**config.mk**
```make
export PLATFORM = sky130hd
export DESIGN_NAME = link_host_control_regs
export DESIGN_NICKNAME = d
export VERILOG_FILES = /design/src/hdl/link_host_pkg.sv /design/src/hdl/link_host_control_regs.sv
export SDC_FILE = /design/constraint.sdc
export NUM_CORES = 1
export LEC_CHECK = 0
export BUFFER_PORTS_ARGS = -buffer_cell sky130_fd_sc_hd__buf_2
export CORE_MARGIN = 3
export CORE_UTILIZATION = 48
export CTS_BUF_LIST = sky130_fd_sc_hd__clkbuf_2 sky130_fd_sc_hd__clkbuf_4 sky130_fd_sc_hd__clkbuf_8
export CTS_CLUSTER_DIAMETER = 50
export DETAILED_ROUTE_END_ITERATION = 10
export PLACE_DENSITY_LB_ADDON = 0.25
export SLEW_MARGIN = 30
export SYNTH_ARGS = -nofsm -noshare
export SYNTH_HDL_FRONTEND = slang
export SYNTH_SLANG_ARGS = --single-unit
```
**constraint.sdc**
```tcl
create_clock -name clk_i -period 2.24 [get_ports clk_i]
set_input_delay 0.448 -clock clk_i [delete_from_list [all_inputs] [get_ports clk_i]]
set_output_delay 0.448 -clock clk_i [all_outputs]
set_load 0.01 [all_outputs]
```
**src/hdl/link_host_pkg.sv**
```systemverilog
// Functional notes
// - on a posted write failure the requester's bus and node number is caught in bits 31-16 of the upper capture register.
// - on the same failure the upper 16 bits of the destination offset are caught in bits 15-0 of that register.
// - the upper capture register at 3ch is read-only to software, updated only by hardware, undefined until a failure.
// - the identity register at 40h is read-only, returns a fixed constant, and writes have no effect.
// - one set of host-control flags is reached through a set address at 50h and a clear address at 54h, both reading the flags.
// - bit 31 and bits 29-24 are reserved, read as zero and ignore writes.
// - bit 30 is settable and clearable and steers byte swapping of outside physical and DMA data accesses.
// - bit 23 is loaded from the serial EEPROM and software can only clear it through the clear address.
// - link enable bit 17 is cleared by hardware or soft reset, and while zero the link is disconnected from the bus.
package link_host_pkg;

  localparam logic [7:0] pw_fail_upper_addr = 8'h3c;
  localparam logic [7:0] identity_addr = 8'h40;
  localparam logic [7:0] host_ctl_set_addr = 8'h50;
  localparam logic [7:0] host_ctl_clr_addr = 8'h54;
  localparam logic [7:0] irq_status_addr = 8'h58;
  localparam logic [7:0] irq_mask_addr = 8'h5c;

  localparam int swap_bit = 30;
  localparam int permit_bit = 23;
  localparam int enhance_bit = 22;
  localparam int link_en_bit = 17;

  // bits software may set, and bits software may clear
  localparam logic [31:0] host_ctl_set_mask = 32'h4042_0000;
  localparam logic [31:0] host_ctl_clr_mask = 32'h40c2_0000;
  localparam logic [31:0] host_ctl_reset = 32'h0000_0000;

  localparam logic [1:0] irq_pw_fail = 2'h1;
  localparam logic [1:0] irq_permit_lost = 2'h2;
  localparam logic [1:0] irq_reset = 2'h0;

  typedef struct packed {
    logic [15:0] requester_node_number;
    logic [15:0] dest_offset_upper;
  } pw_fail_type;

  typedef struct packed {
    logic data_swap_inhibit;
    logic enhancement_config_permit;
    logic bus_enhancement_on;
    logic link_active_enable;
  } host_ctl_type;

endpackage

```
**src/hdl/link_host_control_regs.sv**
```systemverilog
// Chosen here: the Wishbone slave port.
`timescale 1ns/1ns
module link_host_control_regs
  import link_host_pkg::*;
#(
  parameter logic [31:0] identity_value = 32'h5eed_0c1a  // arbitrary value
) (
  input wire logic clk_i,                // 20 mhz host bus clock
  input wire logic rst_i,                // synchronous reset, high
  input wire logic ce_i,                 // clock enable, freezes state when low
  input wire logic soft_reset_i,         // soft reset pulse from the controller
  input wire logic eeprom_load_i,        // eeprom load strobe
  input wire logic eeprom_permit_i,      // permit value from eeprom
  input wire logic pw_fail_i,            // posted write failure pulse
  input wire pw_fail_type pw_fail_info_i, // requester and offset of failure
  input wire logic cyc_i,                // wishbone cycle
  input wire logic stb_i,                // wishbone strobe
  input wire logic we_i,                 // wishbone write enable
  input wire logic [7:0] adr_i,          // wishbone byte address
  input wire logic [3:0] sel_i,          // wishbone byte selects
  input wire logic [31:0] dat_i,         // wishbone write data
  output logic [31:0] dat_o,             // wishbone read data
  output logic ack_o,                    // wishbone acknowledge
  output host_ctl_type host_ctl_o,       // current control flags
  output logic irq_o                     // level interrupt
);

  ////////////////////////////////////////////////////////////////////////////
  // bus side
  logic ack_q;
  logic req;
  logic wr;
  logic [31:0] wmask;

  // decoded write strobes, each already qualified by the clock enable
  logic set_hit;
  logic clr_hit;
  logic stat_hit;
  logic mask_hit;
  logic soft_hit;
  logic load_hit;

  // control flags, one register per flag
  logic swap_q;
  logic swap_d;
  logic permit_q;
  logic permit_d;
  logic enhance_q;
  logic enhance_d;
  logic link_q;
  logic link_d;
  logic [31:0] ctl_view;

  // failure capture
  pw_fail_type fail_q;

  // interrupt status and mask
  logic [1:0] irq_stat_q;
  logic [1:0] irq_stat_d;
  logic [1:0] irq_mask_q;
  logic [1:0] irq_event;
  logic [1:0] irq_clear;

  // read path
  logic [31:0] rdata_d;

  ////////////////////////////////////////////////////////////////////////////
  // expand the four byte selects into a bit mask for the write data
  function automatic logic [31:0] lane_mask(input logic [3:0] sel);
    logic [31:0] m;
    m = 32'h0000_0000;
    for (int i = 0; i < 4; i++) begin
      m[8*i +: 8] = {8{sel[i]}};
    end
    lane_mask = m;
  endfunction

  // true for a write request that lands on the given register offset
  function automatic logic write_to(
    input logic wr_en,
    input logic [7:0] adr,
    input logic [7:0] target
  );
    write_to = wr_en && (adr == target);
  endfunction

  // common next value of a set/clear flag; set and clear never meet in one
  // write because they sit on different addresses
  function automatic logic flag_next(
    input logic cur,
    input logic set_en,
    input logic set_bit,
    input logic clr_en,
    input logic clr_bit
  );
    logic nxt;
    nxt = cur;
    if (set_en && set_bit) begin
      nxt = 1'b1;
    end
    if (clr_en && clr_bit) begin
      nxt = 1'b0;
    end
    flag_next = nxt;
  endfunction

  ////////////////////////////////////////////////////////////////////////////
  assign req = cyc_i && stb_i && !ack_q;
  assign wr = req && we_i && ce_i;
  assign wmask = dat_i & lane_mask(sel_i);

  assign set_hit = write_to(wr, adr_i, host_ctl_set_addr);
  assign clr_hit = write_to(wr, adr_i, host_ctl_clr_addr);
  assign stat_hit = write_to(wr, adr_i, irq_status_addr);
  assign mask_hit = write_to(wr, adr_i, irq_mask_addr);
  assign soft_hit = ce_i && soft_reset_i;
  assign load_hit = ce_i && eeprom_load_i;

  // one wait-free answer per request; ack drops the cycle after, which
  // also keeps a still-standing request from being taken twice
  always_ff @(posedge clk_i) begin
    if (rst_i) begin
      ack_q <= 1'b0;
    end else if (ce_i) begin
      ack_q <= req;
    end
  end

  // ack freezes with the clock enable, so a master simply waits longer
  // while the block is stalled
  assign ack_o = ack_q;

  ////////////////////////////////////////////////////////////////////////////
  // next values of the software-settable flags
  always_comb begin
    swap_d = flag_next(swap_q, set_hit, wmask[swap_bit],
                       clr_hit, wmask[swap_bit]);
    enhance_d = flag_next(enhance_q, set_hit, wmask[enhance_bit],
                          clr_hit, wmask[enhance_bit]);
    link_d = flag_next(link_q, set_hit, wmask[link_en_bit],
                       clr_hit, wmask[link_en_bit]);
  end

  // the permit flag has no set path: only the eeprom can raise it
  always_comb begin
    permit_d = permit_q;
    if (clr_hit && wmask[permit_bit]) begin
      permit_d = 1'b0;
    end
  end

  // swap control
  always_ff @(posedge clk_i) begin
    if (rst_i) begin
      swap_q <= 1'b0;
    end else if (soft_hit) begin
      swap_q <= 1'b0;
    end else if (ce_i) begin
      swap_q <= swap_d;
    end
  end

  // enhancement enable; software is trusted to raise it only while the
  // permit and link enable are both set, hardware does not police that
  always_ff @(posedge clk_i) begin
    if (rst_i) begin
      enhance_q <= 1'b0;
    end else if (soft_hit) begin
      enhance_q <= 1'b0;
    end else if (ce_i) begin
      enhance_q <= enhance_d;
    end
  end

  // link enable: either reset drops it and cuts the link at once
  always_ff @(posedge clk_i) begin
    if (rst_i) begin
      link_q <= 1'b0;
    end else if (soft_hit) begin
      link_q <= 1'b0;
    end else if (ce_i) begin
      link_q <= link_d;
    end
  end

  // permit: an eeprom load wins over a software clear in the same cycle
  always_ff @(posedge clk_i) begin
    if (rst_i) begin
      permit_q <= 1'b0;
    end else if (load_hit) begin
      permit_q <= eeprom_permit_i;
    end else if (ce_i) begin
      permit_q <= permit_d;
    end
  end

  // reserved and unimplemented bits have no storage and read as zero
  always_comb begin
    ctl_view = host_ctl_reset;
    ctl_view[swap_bit] = swap_q;
    ctl_view[permit_bit] = permit_q;
    ctl_view[enhance_bit] = enhance_q;
    ctl_view[link_en_bit] = link_q;
    ctl_view = ctl_view & host_ctl_clr_mask;
  end

  assign host_ctl_o.data_swap_inhibit = swap_q;
  assign host_ctl_o.enhancement_config_permit = permit_q;
  assign host_ctl_o.bus_enhancement_on = enhance_q;
  assign host_ctl_o.link_active_enable = link_q;

  ////////////////////////////////////////////////////////////////////////////
  // capture has no reset: it is undefined until the first failure, and
  // a later failure overwrites an earlier one that software has not read
  always_ff @(posedge clk_i) begin
    if (ce_i && pw_fail_i) begin
      fail_q.requester_node_number <= pw_fail_info_i.requester_node_number;
      fail_q.dest_offset_upper <= pw_fail_info_i.dest_offset_upper;
    end
  end

  ////////////////////////////////////////////////////////////////////////////
  // events that raise a status bit
  always_comb begin
    irq_event = irq_reset;
    if (pw_fail_i) begin
      irq_event = irq_event | irq_pw_fail;
    end
    if (eeprom_load_i && !eeprom_permit_i) begin
      irq_event = irq_event | irq_permit_lost;
    end
  end

  // write-one-to-clear; the set side wins over a clear in one cycle
  always_comb begin
    irq_clear = irq_reset;
    if (stat_hit) begin
      irq_clear = wmask[1:0];
    end
  end

  always_comb begin
    irq_stat_d = (irq_stat_q & ~irq_clear) | irq_event;
  end

  always_ff @(posedge clk_i) begin
    if (rst_i) begin
      irq_stat_q <= irq_reset;
    end else if (ce_i) begin
      irq_stat_q <= irq_stat_d;
    end
  end

  always_ff @(posedge clk_i) begin
    if (rst_i) begin
      irq_mask_q <= irq_reset;
    end else if (mask_hit) begin
      irq_mask_q <= wmask[1:0];
    end
  end

  // level output, high while any unmasked status bit stands
  assign irq_o = |(irq_stat_q & irq_mask_q);

  ////////////////////////////////////////////////////////////////////////////
  // read data is decoded here and registered below, so it stands beside ack
  always_comb begin
    rdata_d = 32'h0000_0000;
    unique case (adr_i)
      pw_fail_upper_addr: begin
        rdata_d = fail_q;
      end
      identity_addr: begin
        rdata_d = identity_value;
      end
      host_ctl_set_addr: begin
        rdata_d = ctl_view;
      end
      host_ctl_clr_addr: begin
        rdata_d = ctl_view;
      end
      irq_status_addr: begin
        rdata_d = {30'h0, irq_stat_q};
      end
      irq_mask_addr: begin
        rdata_d = {30'h0, irq_mask_q};
      end
      default: begin
        rdata_d = 32'h0000_0000;
      end
    endcase
  end

  // unmapped offsets read zero; writes to the read-only offsets match no
  // write strobe above and are dropped
  always_ff @(posedge clk_i) begin
    if (rst_i) begin
      dat_o <= 32'h0000_0000;
    end else if (ce_i && req) begin
      dat_o <= rdata_d;
    end
  end

endmodule

```
# --- Yosys cells after proc, flatten, opt, wreduce, memory -nomap -nowiden ---
# Index checks and enable logic that the tools add are counted.
word_totals:
  register_bits: 73
  inputBits: 86
  output_inout_bits: 38
  elab_cells: 68
op_classes:
  eq_ne: 6
  n_mux: 13
  bitwise_logic: 5
  n_reduce_logical: 34
op_table:
  columns: ["op", "n"]
  rows:
  - ["$pmux W32 S5", 1]
  - ["$eq A8 B7 Y1 const B", 5]
  - ["$and A31 B31 Y31", 1]
  - ["$logic_and A1 B1 Y1", 20]
  - ["$mux W1", 10]
  - ["$reduce_bool A2 Y1", 5]
  - ["$eq A8 B6 Y1 const B", 1]
  - ["$reduce_and A2 Y1", 4]
  - ["$reduce_or A2 Y1", 3]
  - ["$and A2 B2 Y2", 2]
  - ["$mux W2", 2]
  - ["$logic_not A1 Y1", 2]
  - ["$not A2 Y2", 1]
  - ["$or A2 B2 Y2", 1]

# --- Logic depth before layout (Yosys ltp) ---
# Gate-level depths: netlist (run 1).
logic_depth:
  word_depth: 9
  ltp_mapped: 6
  ltp_nobuf: 4

# --- Worst setup path before layout (run 1) ---
# Ideal clock, no wire load.
synth_timing:
  path_type: "in2reg"
  from: "input port adr_i[1]"
  to: "register permit_q"
  setup_time_ns: 0.132
  arrival_ns: 1.789
  t_required_ns: 2.108
  path_slack_ns: 0.318
  cell_stages: 4
  path_buffers: 0
  path_cell_list: "or4b_4 -> or3_4 -> o311ai_0 -> a21oi_1"
synth_via:
  elab_chain_cells: 5
synth_lines:
  columns: ["item", "line", "text"]
  rows:
  - ["start: declaration", "link_host_control_regs.sv:19", "input wire logic [7:0] adr_i,"]
  - ["$eq A8 B7 Y1", "link_host_control_regs.sv:84", "write_to = wr_en && (adr == target);"]
  - ["$logic_and A1 B1 Y1", "link_host_control_regs.sv:84", null]
  - ["$logic_and A1 B1 Y1", "link_host_control_regs.sv:147", "if (clr_hit && wmask[permit_bit]) begin"]
  - ["$reduce_bool A2 Y1 (no line)", null, null]
  - ["$reduce_and A2 Y1 (no line)", null, null]
  - ["end signal: assignment", "link_host_control_regs.sv:191", "permit_q <= eeprom_permit_i;"]
  - ["end signal: assignment", "link_host_control_regs.sv:193", "permit_q <= permit_d;"]
  - ["end: declaration", "link_host_control_regs.sv:46", "logic permit_q;"]
# Every way passes these cells.
# A chain may end at the register's enable or synchronous reset.

# --- Worst setup path after layout (run 1) ---
# Ends and elaborated chain as after synthesis.

==> impl_metrics.tcl, run 1 <==
set metrics [dict create \
    gp_congestion 0.849 \
    die_h_um 82.2 \
    path_cells "buf_2, or4b_4, or3_4, o311ai_0, a21oi_1" \
    cts_sinks 73 \
    cp.depth 5 \
    cp_slowest_cell "or4b_4" \
    ff2ff_path_depth 3 \
    synthSimpleGateAreaFrac_pct 19.1 \
    fin_setup_tns_ns 0 \
    antenna_left 0 \
    grt_usage_pct 20.1 \
    slew_viol_final 0 \
    syn_area_um2 2780 \
    htree_num_levels 3 \
    firstDrtPassIters 4 \
    postSynthAreaPerCell_um2 11.0 \
    layout_setup_ws_ns 0.432 \
    swShare_pct 21.5 \
    critPathKind "in2reg" \
    via_per_inst 5.40 \
    cts_resized 0 \
    layout-area-overhead-vs-synth_pct 27.2 \
    post-route-min-period_ns 1.81 \
    setup_viol 0 \
    worst-path-buf-inv 1 \
    final_net_count 435 \
    path_clk_slew_ns 0.07 \
    p_per_area_nw_per_um2 773 \
    place_ws_ns 0.0931 \
    die_area_um2 6750 \
    critPathTopFamily "simple AND/OR/NAND/NOR gates" \
    dp_hpwl_um 4490 \
    min_path_cells 1 \
    numPortBuffers 96 \
    antenna_cells 0 \
    synth.mux.area_fraction_pct 0 \
    core_um2 5570 \
    synth_adder_area_share_pct 0 \
    antenna_found_initial 0 \
    slowest_delay_ns 0.57 \
    start_util_pct 49.9 \
    grt_pass1_vias 2150 \
    p_leak_nw 1.40 \
    via_count 2302 \
    synth_warnings 0 \
    power_frac_seq_pct 53.5 \
    grt_pass1_wl_um 9980 \
    endpoint_kind "register" \
    cts_made_buffers 9 \
    seq_area_frac_synth_pct 64.0 \
    syn_inst 254 \
    synth_compound_area_share_pct 13.4 \
    synth_nets 340 \
    drv_cap 0 \
    ys_ff_latch 73 \
    fin_crit_sh_pct 80.7 \
    drt-initial-drc-count 138 \
    synth_top_family_by_area "simple AND/OR/NAND/NOR gates" \
    r2r_slack_ns 0.65 \
    drt_drc_violations_left 0 \
    final_common_cell "buf_2" \
    r2r_end "dat_o[16]" \
    io_pins 124 \
    finClkSkew_ns 0.00733 \
    p_int_mw 2.15 \
    holdPathEnd "fail_q[6]" \
    slew_headroom_pct 42.0 \
    r2r_start "ack_o" \
    wire_per_inst_um 15.2 \
    mostFrequentLayoutCells "96 x buf_2, 42 x nand2_1, 41 x dfxtp_1, 32 x edfxtp_1, 21 x a21oi_1" \
    ctsLongestPathBuffers 2 \
    vdd_drop_max_mv 0.490 \
    power_frac_comb_pct 6.0 \
    worstMarginPinSlew_ns 0.867 \
    hold_viol_final 0 \
    critPathLaunchType "primary input" \
    min_from "pw_fail_info_i[6]" \
    outcome "finished clean" \
    synth_xor_area_share_pct 0 \
    hp-class "in2reg" \
    arrival_ns 2.01 \
    cts_tree "built" \
    rsz0062_at_grt "false" \
    worstPathRequired_ns 2.45 \
    cts_root_buf "clkbuf_8" \
    grt_max_degree 31 \
    insertion_delay_ns 0.34 \
    rows 27 \
    drive_gt1_share_pct 36.7 \
    drt_wl_total_um 6480 \
    ys_types 34 \
    clkPwrFrac_pct 40.6 \
    cp_max_fo 4 \
    gr-total-overflow 0 \
    cts_setup_buffers 0 \
    hold_buffers 0 \
    switchingPower_uw 588 \
    max_freq_ghz 0.553 \
    die_w_um 82.2 \
]
power by group through the flow:
stage / clock [mW] / combinational (mW) / sequential (mW)
finish: 1.11 / 0.164 / 1.46
global route: 1.20 / 0.183 / 1.47
CTS: 1.13 / 0.165 / 1.46
detailed placement: 0 / 0.164 / 1.49
global placement: 0 / 0.162 / 1.49
floorplan: 0 / 0.0683 / 1.50
worst max path at each step:
stage             start         to  slack, ns
6_report       adr_i[1]   permit_q       0.43
5_1_grt        adr_i[2]  dat_o[30]       0.39
4_1_cts        adr_i[1]   permit_q       0.46
3_5_place_dp   adr_i[1]   permit_q       0.09
3_3_place_gp   adr_i[1]   permit_q       0.11
2_1_floorplan  adr_i[1]   permit_q       0.32
registers in the layout, summed over array words and instances, names as in the netlist:
name        count
ack_o           1
swap_q          1
link_q          1
dat_o          32
fail_q         32
irq_mask_q      2
enhance_q       1
permit_q        1
irq_stat_q      2
per-stage QoR:
step | total power, mW | utilization [%] | hold slack, ns | instances | cell area (um2)
floorplan | 1.56 | - | 0.450 | 254 | 2780
global placement | 1.65 | 59.7 | 0.438 | 410 | 3330
detailed placement | 1.66 | 59.7 | 0.443 | 410 | 3330
CTS | 2.76 | 63.5 | 0.260 | 426 | 3540
global route | 2.85 | 63.5 | 0.257 | 426 | 3540
finish | 2.74 | 63.5 | 0.276 | 426 | 3540
cell families after synthesis:
group | after synthesis
AND/OR/NAND/NOR | 105
AO/OA/AOI/OAI | 54
flip-flops | 73
buffers and inverters | 22
cell type report:
cell class	instances	area (um2)
fillers	487	2030
flip-flops and latches	73	1780
multi-input cells	159	905
repair buffers	105	548
clock buffers	10	131
well taps	72	90.1
clock inverters	6	82.6
inverters	1	3.75
Yosys cell counts:
| master | count | area share [%] |
|---|---|---|
| a211oi_1 | 12 | 3.2 |
| a21oi_1 | 21 | 3.8 |
| a221oi_1 | 8 | 2.5 |
| a22o_1 | 2 | 0.63 |
| a22oi_1 | 1 | 0.27 |
| a32oi_1 | 1 | 0.31 |
| and2_1 | 2 | 0.45 |
| and4b_1 | 2 | 0.72 |
| buf_1 | 4 | 0.54 |
| buf_4 | 4 | 1.1 |
| clkbuf_1 | 13 | 1.8 |
| dfxtp_1 | 41 | 29 |
| edfxtp_1 | 32 | 35 |
| inv_1 | 1 | 0.13 |
| nand2_1 | 42 | 5.7 |
| nand2b_1 | 2 | 0.45 |
| nand3_1 | 20 | 3.6 |
| nand3b_1 | 4 | 1.1 |
| nand4_1 | 3 | 0.67 |
| nand4b_1 | 1 | 0.31 |
| nor2_1 | 15 | 2.0 |
| nor2_2 | 1 | 0.22 |
| nor3_2 | 1 | 0.36 |
| nor4_1 | 3 | 0.67 |
| nor4b_1 | 2 | 0.63 |
| nor4bb_1 | 1 | 0.36 |
| o21ai_0 | 2 | 0.36 |
| o221a_2 | 3 | 1.2 |
| o311ai_0 | 1 | 0.31 |
| o31ai_1 | 3 | 0.81 |
| or2_2 | 3 | 0.67 |
| or3_4 | 1 | 0.40 |
| or4_1 | 1 | 0.27 |
| or4b_4 | 1 | 0.49 |
metal layers:
metal	part of all wire, %	track usage, %	vias to the layer above	wire length [um]
met4	1.6	9.80	0	106
met3	6.6	6.40	9	426
met2	50	33.1	66	3240
met1	42	23.8	1099	2700
met5	0	0	-	0
li1	-	-	1128	-
Power figures use the tool's default switching activity.
==> inputs of run 2 (changes only) <==
- clock period: 2.24 -> 1.7 ns (I/O delays scaled with it)
==> run 2 against run 1 <==
  * Global-route usage decreased by 0.079 points
  * Largest power group unchanged
  * Via count grew 0.56%
  * Routed wire length increased by 1.3%
  * Sequential share of layout area decreased by 2.3 points
  * Non-clock buffer count up 17
  * Largest cell class unchanged
  * Critical endpoint is now enhance_q
  * Total power rose by 36%
==> impl_metrics.tcl, run 2 (synthesis results as in run 1) <==
set metrics [dict create \
    ctsLongestPathBuffers 2 \
    core_um2 5570 \
    final_common_cell "buf_2" \
    p_leak_nw 1.47 \
    drt_wl_total_um 6560 \
    drt_drc_violations_left 0 \
    gp_congestion 0.787 \
    grt_usage_pct 20.0 \
    rows 27 \
    post-route-min-period_ns 1.63 \
    max_freq_ghz 0.614 \
    mostFrequentLayoutCells "96 x buf_2, 42 x nand2_1, 41 x dfxtp_1, 32 x edfxtp_1, 25 x buf_4" \
    dp_hpwl_um 4550 \
    drv_cap 0 \
    worstMarginPinSlew_ns 0.547 \
    via_per_inst 5.23 \
    critPathKind "in2reg" \
    finClkSkew_ns 0.00455 \
    rsz0062_at_grt "false" \
    antenna_found_initial 0 \
    drive_gt1_share_pct 41.2 \
    slew_viol_final 0 \
    antenna_cells 0 \
    htree_num_levels 3 \
    endpoint_kind "register" \
    outcome "finished clean" \
    r2r_start "ack_o" \
    io_pins 124 \
    wire_per_inst_um 14.8 \
    insertion_delay_ns 0.33 \
    layout-area-overhead-vs-synth_pct 33.3 \
    worstPathRequired_ns 1.98 \
    critPathLaunchType "primary input" \
    startpoint "adr_i[1]" \
    grt_pass1_vias 2147 \
    largest_registers "dat_o: 32 flops, fail_q: 32 flops" \
    gr-total-overflow 0 \
    die_h_um 82.2 \
    hp-class "in2reg" \
    report.power.total_mw 3.73 \
    slew_headroom_pct 63.3 \
    final_net_count 452 \
    path_clk_slew_ns 0.08 \
    p_per_area_nw_per_um2 1010 \
    drt-initial-drc-count 201 \
    firstDrtPassIters 4 \
    cts_made_buffers 9 \
    antenna_left 0 \
    die_w_um 82.2 \
    grt_pass1_wl_um 9980 \
    hold_buffers 0 \
    holdWs_ns 0.177 \
    min_from "pw_fail_info_i[1]" \
    via_count 2315 \
    cts_tree "built" \
    arrival_ns 1.91 \
    fin_setup_tns_ns 0 \
    fin_util_pct 66.6 \
    cts_sinks 73 \
    setup_viol 0 \
    fin_crit_sh_pct 95.8 \
    grt_max_degree 21 \
    cts_root_buf "clkbuf_8" \
    start_util_pct 49.9 \
    cp_max_fo 4 \
    numPortBuffers 96 \
    hold_viol_final 0 \
    vdd_drop_max_mv 0.602 \
    die_area_um2 6750 \
]
==> run 2: cell count changes in the layout (fill, tap and decap cells not counted), sizes merged <==
cell / delta
clkinvlp: +3
clkinv: -4
inv: -1
buf: +17
clkbuf: +2
==> run 2: layout make-up <==
class | count | area, um2
clock inverter | 4 | 75.1
clock buffer | 12 | 159
fill | 444 | 1860
timing repair buffer | 122 | 679
multi-input combinational | 159 | 920
inverter | 1 | 7.51
tap | 72 | 90.1
sequential | 73 | 1780
==> run 2: critical path, stage by stage <==
cell     delay, ns
buf_2         0.11
or4b_4        0.55
or3_4         0.41
nor4_1        0.28
o221a_2       0.23
==> run 2: path summary, 6_finish.rpt <==
check	end	slack (ns)	depth (start not counted)
min reg2reg	dat_o[15]	0.45	2
max reg2reg	irq_mask_q[0]	0.26	4
max	enhance_q	0.07	5
min	fail_q[1]	0.18	1
==> run 2: where the power goes <==
group	internal (mW)	switching, mW	total, mW	leakage, nW
registers	1.91	0.0246	1.93	0.632
logic	0.113	0.130	0.242	0.724
clock network	0.924	0.636	1.56	0.112
total	2.94	0.790	3.73	1.47
==> run 2: what timing repair did <==
| action | 4_1_cts | 5_1_grt |
|---|---|---|
| setup buffers | 0 | 0 |
| endpoints found under the setup margin | 0 | 16 |
| gates resized for setup | 0 | 5 |
==> run 2: per-layer routing <==
layer / vias up / share of wire [%] / global-route usage, %
met3: 12 / 6.1 / 4.99
li1: 1157 / - / -
met2: 80 / 48 / 32.5
met1: 1066 / 44 / 25.1
met5: - / 0 / 0
met4: 0 / 1.7 / 9.63
==> run 2: per-stage QoR <==
stage,worst slack [ns],std cells,cell area (um2)
floorplan,-0.0952,254,2790
global placement,-0.242,427,3460
detailed placement,-0.332,427,3460
CTS,0.0296,443,3690
global route,0.0140,443,3710
finish,0.0708,443,3710
